File: config.mk
export PLATFORM = sky130hd
export DESIGN_NAME = adc_power_and_sequencer_control
export DESIGN_NICKNAME = d
export VERILOG_FILES = /design/src/adc_power_and_sequencer_control.v
export VERILOG_INCLUDE_DIRS = /design/src /design/src/src
export SDC_FILE = /design/constraint.sdc
export NUM_CORES = 1
export LEC_CHECK = 0
export BUFFER_PORTS_ARGS = -buffer_cell sky130_fd_sc_hd__buf_2
export CORE_MARGIN = 8
export CORE_UTILIZATION = 32
export DETAILED_ROUTE_END_ITERATION = 12
export PLACE_DENSITY = 0.64
export SLEW_MARGIN = 20
export SYNTH_ARGS = -nofsm -noshare
export SYNTH_HDL_FRONTEND = slang
export SYNTH_SLANG_ARGS = --single-unit
export TNS_END_PERCENT = 1
File: constraint.sdc
create_clock -name ref_clk -period 3.6 [get_ports ref_clk]
set_clock_uncertainty 0.15 [all_clocks]
set_input_delay 0.54 -clock ref_clk [delete_from_list [all_inputs] [get_ports ref_clk]]
set_output_delay 0.54 -clock ref_clk [all_outputs]
set_load 0.1 [all_outputs]
File: src/adc_ctl_defines.vh
`ifndef ADC_CTL_DEFINES_VH
`define ADC_CTL_DEFINES_VH

// APB register byte offsets
`define OFS_CFG        12'h000
`define OFS_STATUS     12'h004
`define OFS_LAST_WORD  12'h008
// Configuration register fields
`define CFG_EN_BIT     0
`define CFG_RST        32'h0000_0001
// Control word field positions
`define CW_WRITE       11
`define CW_SEQ_HI      10
`define CW_CHAN_HI     7
`define CW_CHAN_LO     6
`define CW_PM_HI       5
`define CW_PM_LO       4
`define CW_SEQ_LO      3
`define CW_RANGE       1
`define CW_CODING      0
// Control word reset: normal power, channel 0, sequencer off
`define CW_RST         11'h030
// Power mode encodings
`define PM_NORMAL      2'b11
`define PM_FULL_SD     2'b10
`define PM_AUTO_SD     2'b01
// Serial frame layout
`define FRAME_BITS     5'd16
`define CW_BITS        5'd12
`define SAR_FIRST      5'd3
`define SAR_LAST       5'd14
// Conversion time: 16 serial clocks, 800 ns at 20 MHz
`define CONV_NS        800
`define CONV_SCLK_MHZ  20
`define CONV_SCLKS     ((`CONV_NS * `CONV_SCLK_MHZ) / 1000)

`endif

File: src/adc_power_and_sequencer_control.v
// Operation
// RL1: Power bits 11 keep the converter fully powered regardless of inputs.
// RL2: Power bits 10 power everything down but keep the control word.
// RL3: Full shutdown lasts until a later write changes the power bits.
// RL4: Power bits 01 shut down after each conversion that updated the control word.
// RL5: Host waits one microsecond of wake-up before a valid auto-shutdown conversion.
// RL6: Host never writes power bits 00.
// RL7: Sequence bit high 0 disables sequencer; channel comes from previous write.
// RL8: Sequence bits 10 keep a running sequence while other fields change.
// RL9: Sequence bits 11 convert channels 0 up to the selected final channel.
// RL10: Host leaves sequencing by writing with write bit 1, sequence bits 00.
// RL11: A running sequence advances one channel per chip-select falling edge.
// RL12: Serial clock shifts data and clocks the successive approximation.
// RL13: Conversion lasts a fixed count of serial clocks, 800 ns at 20 MHz.
// RL14: Control bit 1 selects the input span, reference or twice reference.
// RL15: Each conversion yields a 12-bit successive approximation result.
// RL16: After the final channel the sequence wraps to channel 0 indefinitely.
// RL17: Leading write bit gates loading of the other eleven control bits.
// RL18: Power bits sit at control word positions 5 and 4.
// RL19: Output word is two zeros, two channel bits, then 12 result bits.
// RL20: A write ending a sequence makes the next conversion follow it.
`include "adc_ctl_defines.vh"

module adc_power_and_sequencer_control #(
  parameter RES_BITS = 12
) (
  input  wire                ref_clk,
  input  wire                rst_b,
  // APB slave
  input  wire                psel,
  input  wire                penable,
  input  wire                pwrite,
  input  wire [11:0]         paddr,
  input  wire [31:0]         pwdata,
  output wire                pready,
  output wire                pslverr,
  output reg  [31:0]         prdata,
  // Serial port pins
  input  wire                sclk,
  input  wire                cs_b,
  input  wire                din,
  output reg                 dout,
  output reg                 dout_oe,
  // Analog front-end control
  input  wire                comp_in,
  output reg  [RES_BITS-1:0] dac_code,
  output reg                 hold,
  output reg  [1:0]          mux_sel,
  output wire                range_ref,
  output wire                power_down
);

  // Reset release through two flip-flops
  reg rst_m_q;
  reg rst_s_q;
  always @(posedge ref_clk or negedge rst_b) begin
    if (!rst_b) begin
      rst_m_q <= 1'b0;
      rst_s_q <= 1'b0;
    end else begin
      rst_m_q <= 1'b1;
      rst_s_q <= rst_m_q;
    end
  end
  wire rst_n = rst_s_q;

  // Pin synchroniser outputs; a level moves once stages two and three agree
  // Serial clock and chip-select idle high, so their filtered levels start high to avoid a false edge
  wire sclk_agree;
  wire sclk_late;
  wire sclk_lvl;
  wire cs_agree;
  wire cs_late;
  wire cs_lvl;
  wire din_lvl;
  wire cmp_lvl;

  // Serial clock pin
  in_sync3 #(
    .IDLE (1'b1)
  ) sclk_sync (
    .ref_clk (ref_clk),
    .rst_n   (rst_n),
    .pin     (sclk),
    .agree   (sclk_agree),
    .late    (sclk_late),
    .level   (sclk_lvl)
  );

  // Chip-select pin
  in_sync3 #(
    .IDLE (1'b1)
  ) cs_sync (
    .ref_clk (ref_clk),
    .rst_n   (rst_n),
    .pin     (cs_b),
    .agree   (cs_agree),
    .late    (cs_late),
    .level   (cs_lvl)
  );

  // Serial data in pin
  in_sync3 din_sync (
    .ref_clk (ref_clk),
    .rst_n   (rst_n),
    .pin     (din),
    .agree   (),
    .late    (),
    .level   (din_lvl)
  );

  // Comparator result from the analog side
  in_sync3 cmp_sync (
    .ref_clk (ref_clk),
    .rst_n   (rst_n),
    .pin     (comp_in),
    .agree   (),
    .late    (),
    .level   (cmp_lvl)
  );

  // Edge events from the filtered levels
  wire sclk_fall  = sclk_agree & sclk_lvl & ~sclk_late;
  wire cs_fall    = cs_agree & cs_lvl & ~cs_late;
  wire cs_rise    = cs_agree & ~cs_lvl & cs_late;

  // APB registers
  reg  [31:0] cfg_q;
  reg  [15:0] last_word_q;
  wire        apb_acc = psel & penable;
  wire        hit_cfg = (paddr == `OFS_CFG);
  wire        hit_sts = (paddr == `OFS_STATUS);
  wire        hit_lw  = (paddr == `OFS_LAST_WORD);
  wire        port_en = cfg_q[`CFG_EN_BIT];
  assign pready  = 1'b1;
  assign pslverr = apb_acc & ~(hit_cfg | hit_sts | hit_lw);

  always @(posedge ref_clk or negedge rst_n) begin
    if (!rst_n) begin
      cfg_q <= `CFG_RST;
    end else if (apb_acc && pwrite && hit_cfg) begin
      cfg_q <= {31'h0000_0000, pwdata[`CFG_EN_BIT]};
    end
  end

  // Converter state
  reg [10:0]         ctrl_q;
  reg [11:0]         shift_q;
  reg [4:0]          cnt_q;
  reg                busy_q;
  reg [1:0]          cur_chan_q;
  reg [1:0]          last_chan_q;
  reg                seq_on_q;
  reg                auto_sd_q;
  reg [RES_BITS-1:0] res_q;
  reg [15:0]         word_q;

  wire [1:0] pm      = ctrl_q[`CW_PM_HI:`CW_PM_LO];   // RL18
  wire [1:0] cw_chan = ctrl_q[`CW_CHAN_HI:`CW_CHAN_LO];
  wire       coding  = ctrl_q[`CW_CODING];

  // Power state, one-hot; full shutdown holds until the power bits change
  // The invalid setting 00 is treated as powered so the part never sticks off
  localparam [3:0] PWR_ON    = 4'b0001;
  localparam [3:0] PWR_OFF   = 4'b0010;
  localparam [3:0] PWR_AWAKE = 4'b0100;
  localparam [3:0] PWR_SLEEP = 4'b1000;
  reg [3:0] pwr_q;
  reg [3:0] pwr_d;

  // Next power state from the stored power bits
  always @* begin
    case (pm)
      `PM_NORMAL:  pwr_d = PWR_ON;                                 // RL1
      `PM_FULL_SD: pwr_d = PWR_OFF;                                // RL2 RL3
      `PM_AUTO_SD: pwr_d = auto_sd_q ? PWR_SLEEP : PWR_AWAKE;      // RL4
      default:     pwr_d = PWR_ON;
    endcase
  end

  // Power state register
  always @(posedge ref_clk or negedge rst_n) begin
    if (!rst_n) begin
      pwr_q <= PWR_ON;
    end else begin
      pwr_q <= pwr_d;
    end
  end

  // Circuitry is off in full shutdown and while auto shutdown sleeps
  assign power_down = pwr_q[1] | pwr_q[3];                     // RL2 RL4
  assign range_ref  = ctrl_q[`CW_RANGE];                      // RL14

  // Frame-end decode of the incoming control word
  wire [11:0] nw       = shift_q;
  wire        wr       = nw[`CW_WRITE];                        // RL17
  wire [1:0]  nw_seq   = {nw[`CW_SEQ_HI], nw[`CW_SEQ_LO]};
  wire [1:0]  nw_chan  = nw[`CW_CHAN_HI:`CW_CHAN_LO];
  wire        sar_step = (cnt_q >= `SAR_FIRST) && (cnt_q <= `SAR_LAST);
  // Bit under trial; only meaningful while sar_step is high
  wire [4:0]  sar_gap  = `SAR_LAST - cnt_q;
  wire [3:0]  sar_idx  = sar_gap[3:0];

  // Next decided bit and next trial value of the approximation register
  reg [RES_BITS-1:0] res_nx;
  reg [RES_BITS-1:0] dac_nx;
  reg                out_bit;
  // Guarded so that no index ever falls outside the result width
  always @* begin
    res_nx  = res_q;
    dac_nx  = res_q;
    out_bit = cmp_lvl;
    if (sar_step) begin
      res_nx[sar_idx] = cmp_lvl;                               // RL15
      dac_nx = res_nx;
      if (sar_idx != 4'h0) dac_nx[sar_idx - 4'h1] = 1'b1;
      if (sar_idx == 4'hb) out_bit = cmp_lvl ^ ~coding;        // Twos complement MSB
    end
  end

  // Channel chosen for the next conversion
  reg [1:0] nx_chan;
  reg       nx_seq;
  reg [1:0] nx_last;
  always @* begin
    nx_seq  = seq_on_q;
    nx_last = last_chan_q;
    nx_chan = cw_chan;
    if (wr && nw_seq == 2'b11) begin
      nx_seq  = 1'b1;                                          // RL9
      nx_last = nw_chan;
      nx_chan = 2'b00;
    end else if (wr && nw_seq != 2'b10) begin
      nx_seq  = 1'b0;                                          // RL20
      nx_chan = nw_chan;                                       // RL7
    end else if (seq_on_q) begin
      nx_chan = (cur_chan_q == last_chan_q) ? 2'b00 :          // RL16
                cur_chan_q + 2'b01;                            // RL11
    end else if (wr) begin
      nx_chan = nw_chan;                                       // RL8
    end
  end

  // Serial frame: chip-select fall samples, each serial clock fall steps
  always @(posedge ref_clk or negedge rst_n) begin
    if (!rst_n) begin
      ctrl_q      <= `CW_RST;
      shift_q     <= 12'h000;
      cnt_q       <= 5'd0;
      busy_q      <= 1'b0;
      cur_chan_q  <= 2'b00;
      last_chan_q <= 2'b00;
      seq_on_q    <= 1'b0;
      auto_sd_q   <= 1'b0;
      res_q       <= {RES_BITS{1'b0}};
      word_q      <= 16'h0000;
      last_word_q <= 16'h0000;
      dout        <= 1'b0;
      dout_oe     <= 1'b0;
      dac_code    <= {RES_BITS{1'b0}};
      hold        <= 1'b0;
      mux_sel     <= 2'b00;
    end else if (cs_rise) begin
      busy_q  <= 1'b0;
      hold    <= 1'b0;
      dout_oe <= 1'b0;
    end else if (cs_fall && port_en) begin
      busy_q    <= 1'b1;
      cnt_q     <= 5'd0;
      hold      <= 1'b1;
      dout_oe   <= 1'b1;
      dout      <= 1'b0;                                       // RL19
      auto_sd_q <= 1'b0;
      res_q     <= {RES_BITS{1'b0}};
      dac_code  <= {1'b1, {(RES_BITS-1){1'b0}}};
      cur_chan_q <= mux_sel;
      word_q    <= {2'b00, mux_sel, {RES_BITS{1'b0}}};
    end else if (busy_q && sclk_fall && cnt_q < `FRAME_BITS) begin
      cnt_q <= cnt_q + 5'd1;                                   // RL12
      if (cnt_q < `CW_BITS) shift_q <= {shift_q[10:0], din_lvl};
      if (cnt_q == 5'd0) dout <= 1'b0;
      if (cnt_q == 5'd1) dout <= cur_chan_q[1];
      if (cnt_q == 5'd2) dout <= cur_chan_q[0];
      if (sar_step) begin
        res_q    <= res_nx;
        dac_code <= dac_nx;
        dout     <= out_bit;
        word_q[sar_idx] <= out_bit;
      end
      if (cnt_q == `FRAME_BITS - 5'd1) begin
        // Conversion complete after the fixed serial clock count
        hold        <= 1'b0;                                   // RL13
        last_word_q <= word_q;
        seq_on_q    <= nx_seq;
        last_chan_q <= nx_last;
        mux_sel     <= nx_chan;
        if (wr) begin
          ctrl_q    <= nw[10:0];                               // RL17
          auto_sd_q <= (nw[`CW_PM_HI:`CW_PM_LO] == `PM_AUTO_SD); // RL4
        end
      end
    end
  end

  // APB read data
  always @* begin
    prdata = 32'h0000_0000;
    if (hit_cfg) prdata = cfg_q;
    // Status: sequencer, power, busy, current and next channel, control word
    if (hit_sts) prdata = {14'h0, seq_on_q, power_down, busy_q,
                           cur_chan_q, mux_sel, ctrl_q};
    if (hit_lw) prdata = {16'h0000, last_word_q};
  end

endmodule // adc_power_and_sequencer_control

// Three flip-flops on a pin; the level follows once stages two and three agree
// A one-cycle glitch therefore never reaches the level
module in_sync3 #(
  parameter [0:0] IDLE = 1'b0
) (
  input  wire ref_clk,
  input  wire rst_n,
  input  wire pin,
  output wire agree,
  output wire late,
  output reg  level
);

  reg [2:0] stage_q;

  // Shift the pin in and move the level when two stages match
  always @(posedge ref_clk or negedge rst_n) begin
    if (!rst_n) begin
      stage_q <= {3{IDLE}};
      level   <= IDLE;
    end else begin
      stage_q <= {stage_q[1:0], pin};
      if (agree) level <= stage_q[2];
    end
  end

  // Agreement of the last two stages and the last stage itself
  assign agree = (stage_q[1] == stage_q[2]);
  assign late  = stage_q[2];

endmodule // in_sync3

== Word level (Yosys, flattened, before mapping) ==
Cells that the tools add are included.

* $add $sub $neg: 4
* Order comparisons: 8
* Eq/ne operators: 16
* Multiplexer cells: 48
* Bitwise gates (word level): 20
* Reductions and logical operators: 33

{| class="wikitable"
|+ Operator list
! kind !! count
|-
| $mux W12 || 7
|-
| $mux W32 || 2
|-
| $mux W16 || 3
|-
| $mux W1 || 23
|-
| $bwmux W16 || 1
|-
| $reduce_and A5 Y1 || 3
|-
| $bwmux W12 || 1
|-
| $eq A12 B3 Y1 const B || 1
|-
| $eq A12 B4 Y1 const B || 1
|-
| $logic_not A12 Y1 || 1
|-
| $or A12 B12 Y12 || 1
|-
| $reduce_and A4 Y1 || 3
|-
| $reduce_bool A2 Y1 || 6
|-
| $logic_and A1 B1 Y1 || 10
|-
| $lt A4 B5 Y1 const B || 2
|-
| $mux W2 || 5
|-
| $mux W5 || 2
|-
| $and A1 B1 Y1 || 8
|-
| $demux W1 S4 || 2
|-
| $ge A4 B1 Y1 const B || 2
|-
| $pmux W4 S2 || 1
|-
| $not A1 Y1 || 7
|-
| $reduce_and A2 Y1 || 3
|-
| $reduce_and A3 Y1 || 2
|-
| 24 further kinds || 32
|}

* Register bits after elaboration: 118
* Input port bits: 53
* Word-level logic and storage cells: 156

== Logic depth before layout (Yosys ltp) ==
Gate-level depths: netlist (run 1).

* Depth after elaboration: 11
* Depth in mapped cells: 10
* Mapped depth without buffers: 7

== Hierarchy ==
Synthesis (run 1) repeated with hierarchy kept, for this count alone.

* Cells, all modules: 496
* Area total of the unflattened synthesis: 5610.4 sq um

{| class="wikitable"
|+ By module, submodules not included
! module !! times used !! cells each !! area each (sq um) !! sequential area each (sq um)
|-
| adc_power_and_sequencer_control || 1 || 472 || 5119.9 || 2506.2
|-
| in_sync3 (cs_sync ...) || 2 || 6 || 125.1 || 105.1
|-
| in_sync3 (cmp_sync ...) || 2 || 6 || 120.1 || 100.1
|}

== Worst setup path before layout (run 1) ==
No wires, ideal clock.

* Path type: input to output
* Start point: input port paddr[6]
* End point: output port pslverr
* Arrival time: 3094 ps
* Setup slack: -184 ps
* Stages on the path: 5
* Buffers on the path: 1
* Path through: nor4_1 > nand3_1 > nor3_2 > clkbuf_1 > nor3_1

* Longest elaborated chain between the ends: 5
* Elaborated cells on any way between the ends: 7
* Those cells by class: 2 x eq/ne; 4 x bitwise; 1 x reduce/logical

{| class="wikitable"
|+ Ends and longest elaborated chain
! element !! RTL line !! source
|-
| start, declared || adc_power_and_sequencer_control.v:33 || <nowiki>input wire [11:0] paddr,</nowiki>
|-
| $eq A12 B3 Y1 (no line) / $logic_not A12 Y1 (equally long branches) || n/a ||
|-
| $or A1 B1 Y1 || adc_power_and_sequencer_control.v:136 || <nowiki>assign pslverr = apb_acc & ~(hit_cfg | hit_sts | hit_lw);</nowiki>
|-
| $or A1 B1 Y1 * || adc_power_and_sequencer_control.v:136 ||
|-
| $not A1 Y1 * || adc_power_and_sequencer_control.v:136 ||
|-
| $and A1 B1 Y1 * || adc_power_and_sequencer_control.v:136 ||
|-
| end, declared || adc_power_and_sequencer_control.v:36 || <nowiki>output wire pslverr,</nowiki>
|}

Mark *: on every way between the ends. The rest lies on a longest branch, timed or not.

== Final worst setup path (run 1) ==
* Start point: register cnt_q[0]
* End point: register res_q[5]

* Longest elaborated chain between the ends: 9
* Elaborated cells on any way between the ends: 18
* Those cells by class: 1 x add/sub; 5 x order compare; 6 x mux; 6 x reduce/logical

{| class="wikitable"
|+ Ends and longest elaborated chain
! element !! RTL line !! source
|-
| start, declared || adc_power_and_sequencer_control.v:149 || <nowiki>reg [4:0] cnt_q;</nowiki>
|-
| start signal, assigned || adc_power_and_sequencer_control.v:279 || <nowiki>cnt_q <= cnt_q + 5'd1;</nowiki>
|-
| $sub A4 B4 Y4 (no line) || n/a ||
|-
| $lt A4 B5 Y1 (implied by the code) / $ge A4 B1 Y1 (equally long branches) || adc_power_and_sequencer_control.v:214 || <nowiki>res_nx[sar_idx] = cmp_lvl;</nowiki>
|-
| $logic_and A1 B1 Y1 (implied by the code) || adc_power_and_sequencer_control.v:214 ||
|-
| $mux W1 (implied by the code) || adc_power_and_sequencer_control.v:214 ||
|-
| $demux W1 S4 || adc_power_and_sequencer_control.v:214 ||
|-
| $bwmux W12 || adc_power_and_sequencer_control.v:214 ||
|-
| $mux W12 || adc_power_and_sequencer_control.v:284 || <nowiki>if (sar_step) begin</nowiki>
|-
| $mux W12 || adc_power_and_sequencer_control.v:278 || <nowiki>end else if (busy_q && sclk_fall && cnt_q < `FRAME_BITS) begin</nowiki>
|-
| $mux W12 || adc_power_and_sequencer_control.v:267 || <nowiki>end else if (cs_fall && port_en) begin</nowiki>
|-
| end signal, assigned || adc_power_and_sequencer_control.v:255 || <nowiki>res_q <= {RES_BITS{1'b0}};</nowiki>
|-
| end signal, assigned || adc_power_and_sequencer_control.v:274 || <nowiki>res_q <= {RES_BITS{1'b0}};</nowiki>
|-
| end signal, assigned || adc_power_and_sequencer_control.v:285 || <nowiki>res_q <= res_nx;</nowiki>
|-
| end, declared || adc_power_and_sequencer_control.v:155 || <nowiki>reg [RES_BITS-1:0] res_q;</nowiki>
|}

Parallel ways exist; a longest one is shown, timed or not. The select of a mux whose other input is x is not followed.
A chain may end at the register's enable or synchronous reset.

==> results.json, run 1 <==
{
  "outcome": "complete, no violations",
  "grt-ovfl-total": 0,
  "dpl_cell_area_mm2": 0.00636,
  "drcViolationCount": 0,
  "slew_headroom_pct": 45.4,
  "crit_fanout": 20,
  "clockBufferDepth": 2,
  "grt_setup_unrepaired": "false",
  "postCtsResizedCells": 0,
  "synth_area_mm2": 0.00561,
  "setup.worst_path.start_class": "register",
  "crit_path_end": "res_q[5]",
  "cp.arrival_ps": 3220,
  "hold_violations": 0,
  "firstDrtPassIters": 6,
  "reg2reg_from": "cnt_q[0]",
  "holdBufCountCts": 1,
  "yosys_register_bits": 116,
  "end_kind": "register",
  "drv_cap": 0,
  "synth_edf_count": 0,
  "synth_cell_types": 61,
  "leakagePower_nw": 3.09,
  "max_freq_mhz": 327,
  "fin_crit_sh_pct": 85.0,
  "io_pins": 106,
  "synthArstFlopShare_pct": 100,
  "via_per_inst": 5.15,
  "grt_pass1_vias": 4292,
  "cts_tree": "built",
  "yosysWarnings": 0,
  "synth_area_per_cell_um2": 11.0,
  "wl_per_cell_um": 16.6,
  "required_ps": 3760,
  "grt_pass1_wl_um": 22200,
  "dieHeight_um": 148,
  "synth_flop_cell": "dfrtp_1",
  "dieArea_mm2": 0.0220,
  "start_util_pct": 32.5,
  "nFillCells": 1612,
  "worstSetupPathType": "register to register",
  "hold_path_class": "input port to register",
  "ys_seq_area_share_pct": 52.0,
  "h-tree-depth": 4,
  "dpl.hpwl_um": 9530,
  "min_period_ps": 3060,
  "dp.cells": 777,
  "clock_sinks": 116,
  "power_density_mw_per_mm2": 448,
  "cts_setup_buffers": 0,
  "final_area_mm2": 0.00694,
  "ant_nets": 0,
  "tns_ps": 0,
  "fin_cells": 810,
  "antenna_found_initial": 0,
  "dr.first_iter.drc_count": 342,
  "io_buffers": 59,
  "layout-area-overhead-vs-synth_pct": 23.8,
  "postSynthCellCount": 512,
  "finalSetupViolCount": 0,
  "ir_worst_vdd_mv": 0.323,
  "drv_slew": 0,
  "cts_buffers": 17,
  "rows": 48,
  "utilization_pct": 40.3,
  "startpoint": "cnt_q[0]",
  "max_slew.worst_pin.slew_ps": 819,
  "root_buffer": "clkbuf_16",
  "drive_above_1_share_pct": 29.9,
  "clk_latency_ps": 410,
  "clk_pin_slew_worst_paths_ps": 50,
  "p_total_mw": 3.11,
  "wirelength_um": 13500,
  "core_area_mm2": 0.0172,
  "r2r_slack_ps": 540,
  "gp_congestion": 0.835,
  "r2r_cells": 8,
  "die_w_um": 148,
  "vias": 4174,
  "fin_nets": 636,
  "timing.rr.end": "res_q[5]",
  "n_antenna_cell": 0,
  "groute.usage.overall_pct": 12.7,
  "grt_max_degree": 64
}
==> registers in the layout, indices dropped and copies added, names as in the netlist, 2 cells and up <==
signal and count:
word_q 16, nw 12, sclk_sync.stage_q 3, cs_sync.stage_q 3, mux_sel 2, din_sync.stage_q 3, cmp_sync.stage_q 3, ctrl_q 11
last_chan_q 2, pwr_q 2, last_word_q 16, dac_code 12, cur_chan_q 2, cnt_q 5, res_q 12
==> cells in the mapped netlist, types with 11 or more instances <==
cell type    n  area (um^2)
dfstp_2     11          289
clkbuf_1    16         60.1
dfrtp_1    105         2630
nand2_1     33          124
nor2_1      38          143
buf_2       12         60.1
a21oi_1     33          165
a22o_1      15          131
mux2_2      42          473
nor3_1      11         55.1
a31oi_1     14         87.6
buf_4       16          120
o21ai_0     24          120
ha_1        11          138
==> critical path, stage by stage, from the launching register on <==
cell	delay (ps)
dfrtp_1	540
inv_1	210
ha_1	420
and2_1	250
o211ai_2	170
nor2_2	600
buf_4	310
nor2_1	50
a211oi_1	230
==> metal layers <==
layer  wire length [um]  global-route usage, %
met5                  0                      0
met3                739                   3.16
met4                257                   5.66
met1               5810                   15.5
met2               6680                   20.8
==> kinds of logic after synthesis <==
kind of cell	count (synthesis)	synth area share, %
compound gates	127	15.4
xor+xnor	9	1.67
fa+ha+maj	15	3.17
buf+inv	55	5.15
flops	116	52.0
mux	49	9.68
other cells	2	0.134
simple gates	139	12.8
==> cells in the final DEF, fill, tap and decap left out, types with 9 or more instances in the layout <==
master,synthesis,routed
buf_2,12,42
ha_1,11,11
nor3_1,11,10
conb_1,2,16
clkbuf_16,0,17
nand2_1,33,33
mux2_2,42,42
a22o_1,15,15
nor2_1,38,38
buf_12,0,17
o21ai_0,24,24
a31oi_1,14,14
inv_1,10,10
buf_4,16,12
nand4_1,9,9
dfrtp_1,105,104
a21oi_1,33,33
dfstp_2,11,11
nand3_1,10,10
==> worst min-delay path by stage <==
| stage | startpoint | endpoint | slack, ps | cells past startpoint |
|---|---|---|---|---|
| after floorplan | rst_b | rst_m_q | 90 | 0 |
| after detailed placement | rst_b | rst_m_q | 180 | 1 |
| after global routing | cs_b | cs_sync.stage_q[0] | 60 | 1 |
| final | cs_b | cs_sync.stage_q[0] | 70 | 1 |
| after global placement | rst_b | rst_m_q | 180 | 1 |
| after CTS | cs_b | cs_sync.stage_q[0] | 60 | 1 |
==> layout make-up <==
class                   instances  area, um^2  area share [%]
inverters                      10        37.5           0.541
flip-flops and latches        116        2920            42.1
well taps                     225         282            4.05
repair buffers                 72         651            9.37
clock buffers                  23         468            6.74
clock inverters                 9         104            1.50
multi-input cells             355        2480            35.7
==> stage by stage <==
step	setup slack, ps	hold WS, ps
6_report	542	73.4
5_1_grt	276	62.1
4_1_cts	571	58.6
3_5_place_dp	591	180
3_3_place_gp	778	177
2_1_floorplan	-1.67	94.4
==> power breakdown <==
group | switching (mW) | internal (mW) | total (mW)
clock | 0.571 | 1.05 | 1.62
combinational | 0.110 | 0.0254 | 0.135
sequential | 0.0285 | 1.32 | 1.35
total | 0.710 | 2.40 | 3.11
(Power assumes the default switching activity.)
==> run 2: changes to the inputs <==
- clock period: 3.6 -> 2.45 ns (I/O delays scaled with it)
==> results.json, run 2 (same netlist as run 1, synthesis figures left out) <==
{
  "p_switching_mw": 1.05,
  "min_period_ps": 2370,
  "cp_slowest_stage_delay_ps": 460,
  "clk_pin_slew_worst_paths_ps": 50,
  "grt_pass1_vias": 4315,
  "slew_headroom_pct": 62.6,
  "dr.first_iter.drc_count": 333,
  "clock_sinks": 116,
  "dpl.hpwl_um": 10000,
  "io_pins": 106,
  "dp.cells": 796,
  "firstDrtPassIters": 5,
  "dpl_cell_area_mm2": 0.00655,
  "ant_nets": 0,
  "io_buffers": 59,
  "crit_fanout": 9,
  "grt_setup_unrepaired": "true",
  "finalSetupViolCount": 0,
  "end_kind": "register",
  "gp_congestion": 0.840,
  "root_buffer": "clkbuf_16",
  "dieArea_mm2": 0.0220,
  "hold_path_class": "input port to register",
  "swShare_pct": 21.7,
  "mostFrequentLayoutCell": "dfrtp_1",
  "start_util_pct": 32.5,
  "vias": 4284,
  "groute.usage.overall_pct": 13.1,
  "final_area_mm2": 0.00725,
  "slowest_stage": "dfrtp_2",
  "ir_worst_vdd_mv": 0.527,
  "intPower_mw": 3.77,
  "core_area_mm2": 0.0172,
  "p_seq_share_pct": 41.0,
  "rows": 48,
  "clkPwrFrac_pct": 54.3,
  "via_per_inst": 5.14,
  "fin_cells": 833,
  "crit_chain": "ha_2 -> a21boi_2 -> o211a_2 -> nor2_1 -> a311oi_1 -> o21ai_1",
  "leakagePower_nw": 3.23,
  "setup.worst_path.start_class": "register",
  "layout-area-overhead-vs-synth_pct": 29.1,
  "utilization_pct": 42.0,
  "p_total_mw": 4.82,
  "power_density_mw_per_mm2": 665,
  "cp.arrival_ps": 2500,
  "outcome": "complete, no violations",
  "clockBufferDepth": 2,
  "worstSetupPathType": "register to register",
  "dieHeight_um": 148,
  "max_freq_mhz": 422,
  "clk_latency_ps": 420,
  "fin_nets": 659,
  "h-tree-depth": 4,
  "die_w_um": 148,
  "grt_max_degree": 50,
  "drv_cap": 0,
  "nFillCells": 1574,
  "drcViolationCount": 0,
  "antenna_found_initial": 0,
  "fin_crit_sh_pct": 96.7,
  "top_regs": "last_word_q x16, word_q x16",
  "n_antenna_cell": 0,
  "grt_pass1_wl_um": 22600,
  "wirelength_um": 14000,
  "hold_violations": 0,
  "p_comb_share_pct": 4.7,
  "drive_above_1_share_pct": 32.7,
  "grt-ovfl-total": 0,
  "required_ps": 2580,
  "final_cell_mix": "dfrtp_1, mux2_2, buf_2, nor2_1",
  "cts_setup_buffers": 0,
  "drv_slew": 0,
  "wl_per_cell_um": 16.7,
  "max_slew.worst_pin.slew_ps": 560,
  "cts_buffers": 17,
  "cts_tree": "built"
}
==> run 2: power groups by stage <==
stage / clock, mW / sequential (mW) / combinational (mW)
3_5_place_dp: 0 / 2.01 / 0.221
5_1_grt: 2.76 / 1.98 / 0.242
3_3_place_gp: 0 / 2.01 / 0.217
4_1_cts: 2.67 / 1.98 / 0.227
6_report: 2.62 / 1.98 / 0.226
2_1_floorplan: 0 / 2.02 / 0.171
==> run 2: metrics by stage <==
| step | setup TNS [ps] | setup WS [ps] | hold WS [ps] |
|---|---|---|---|
| after floorplan | -6870 | -989 | -78.1 |
| after global placement | 0 | 107 | 4.22 |
| after detailed placement | 0 | 21.6 | 4.33 |
| after CTS | 0 | 32.2 | 20.5 |
| after global routing | -98.7 | -36.9 | 20.2 |
| final | 0 | 80.0 | 39.1 |
==> run 2: worst paths after layout <==
check | start | endpoint | slack [ps] | cells after the start
worst max-delay path | cnt_q[1] | dac_code[11] | 80 | 6
worst max register to register | cnt_q[1] | dac_code[11] | 80 | 6
max in group asynchronous | rst_n | cnt_q[1] | 1480 | 1
worst min register to register | rst_n | nw[0] | 50 | 0
min in group asynchronous | rst_n | nw[0] | 50 | 0
worst min-delay path | pwdata[0] | cfg_q[0] | 40 | 2
==> run 2: layer usage <==
metal  GRT usage [%]  part of all wire, %
met4            5.46                  1.4
met1            15.7                   43
met3            3.74                  5.1
met2            21.6                   50
met5               0                    0
==> run 2: repair_timing <==
action / in CTS / in global routing
gates cloned: 0 / 0
resized for setup: 2 / 5
endpoints found under the hold margin: 6 / 0
setup endpoints to repair: 1 / 17
hold buffers: 5 / 0
==> run 2: worst max-delay path, delay by kind of cell, from the launching register on <==
kind | cells | cell delay [ps]
compound gates | 4 | 1220
fa+ha+maj | 1 | 260
flops | 1 | 460
simple gates | 1 | 150
==> run 2: cell type report <==
class	instances	area (um^2)	share of cell area (%)
clock buffers	23	478	6.60
clock inverters	9	151	2.09
inverters	10	37.5	0.518
multi-input cells	355	2490	34.3
flip-flops and latches	116	2920	40.3
well taps	225	282	3.89
repair buffers	95	886	12.2
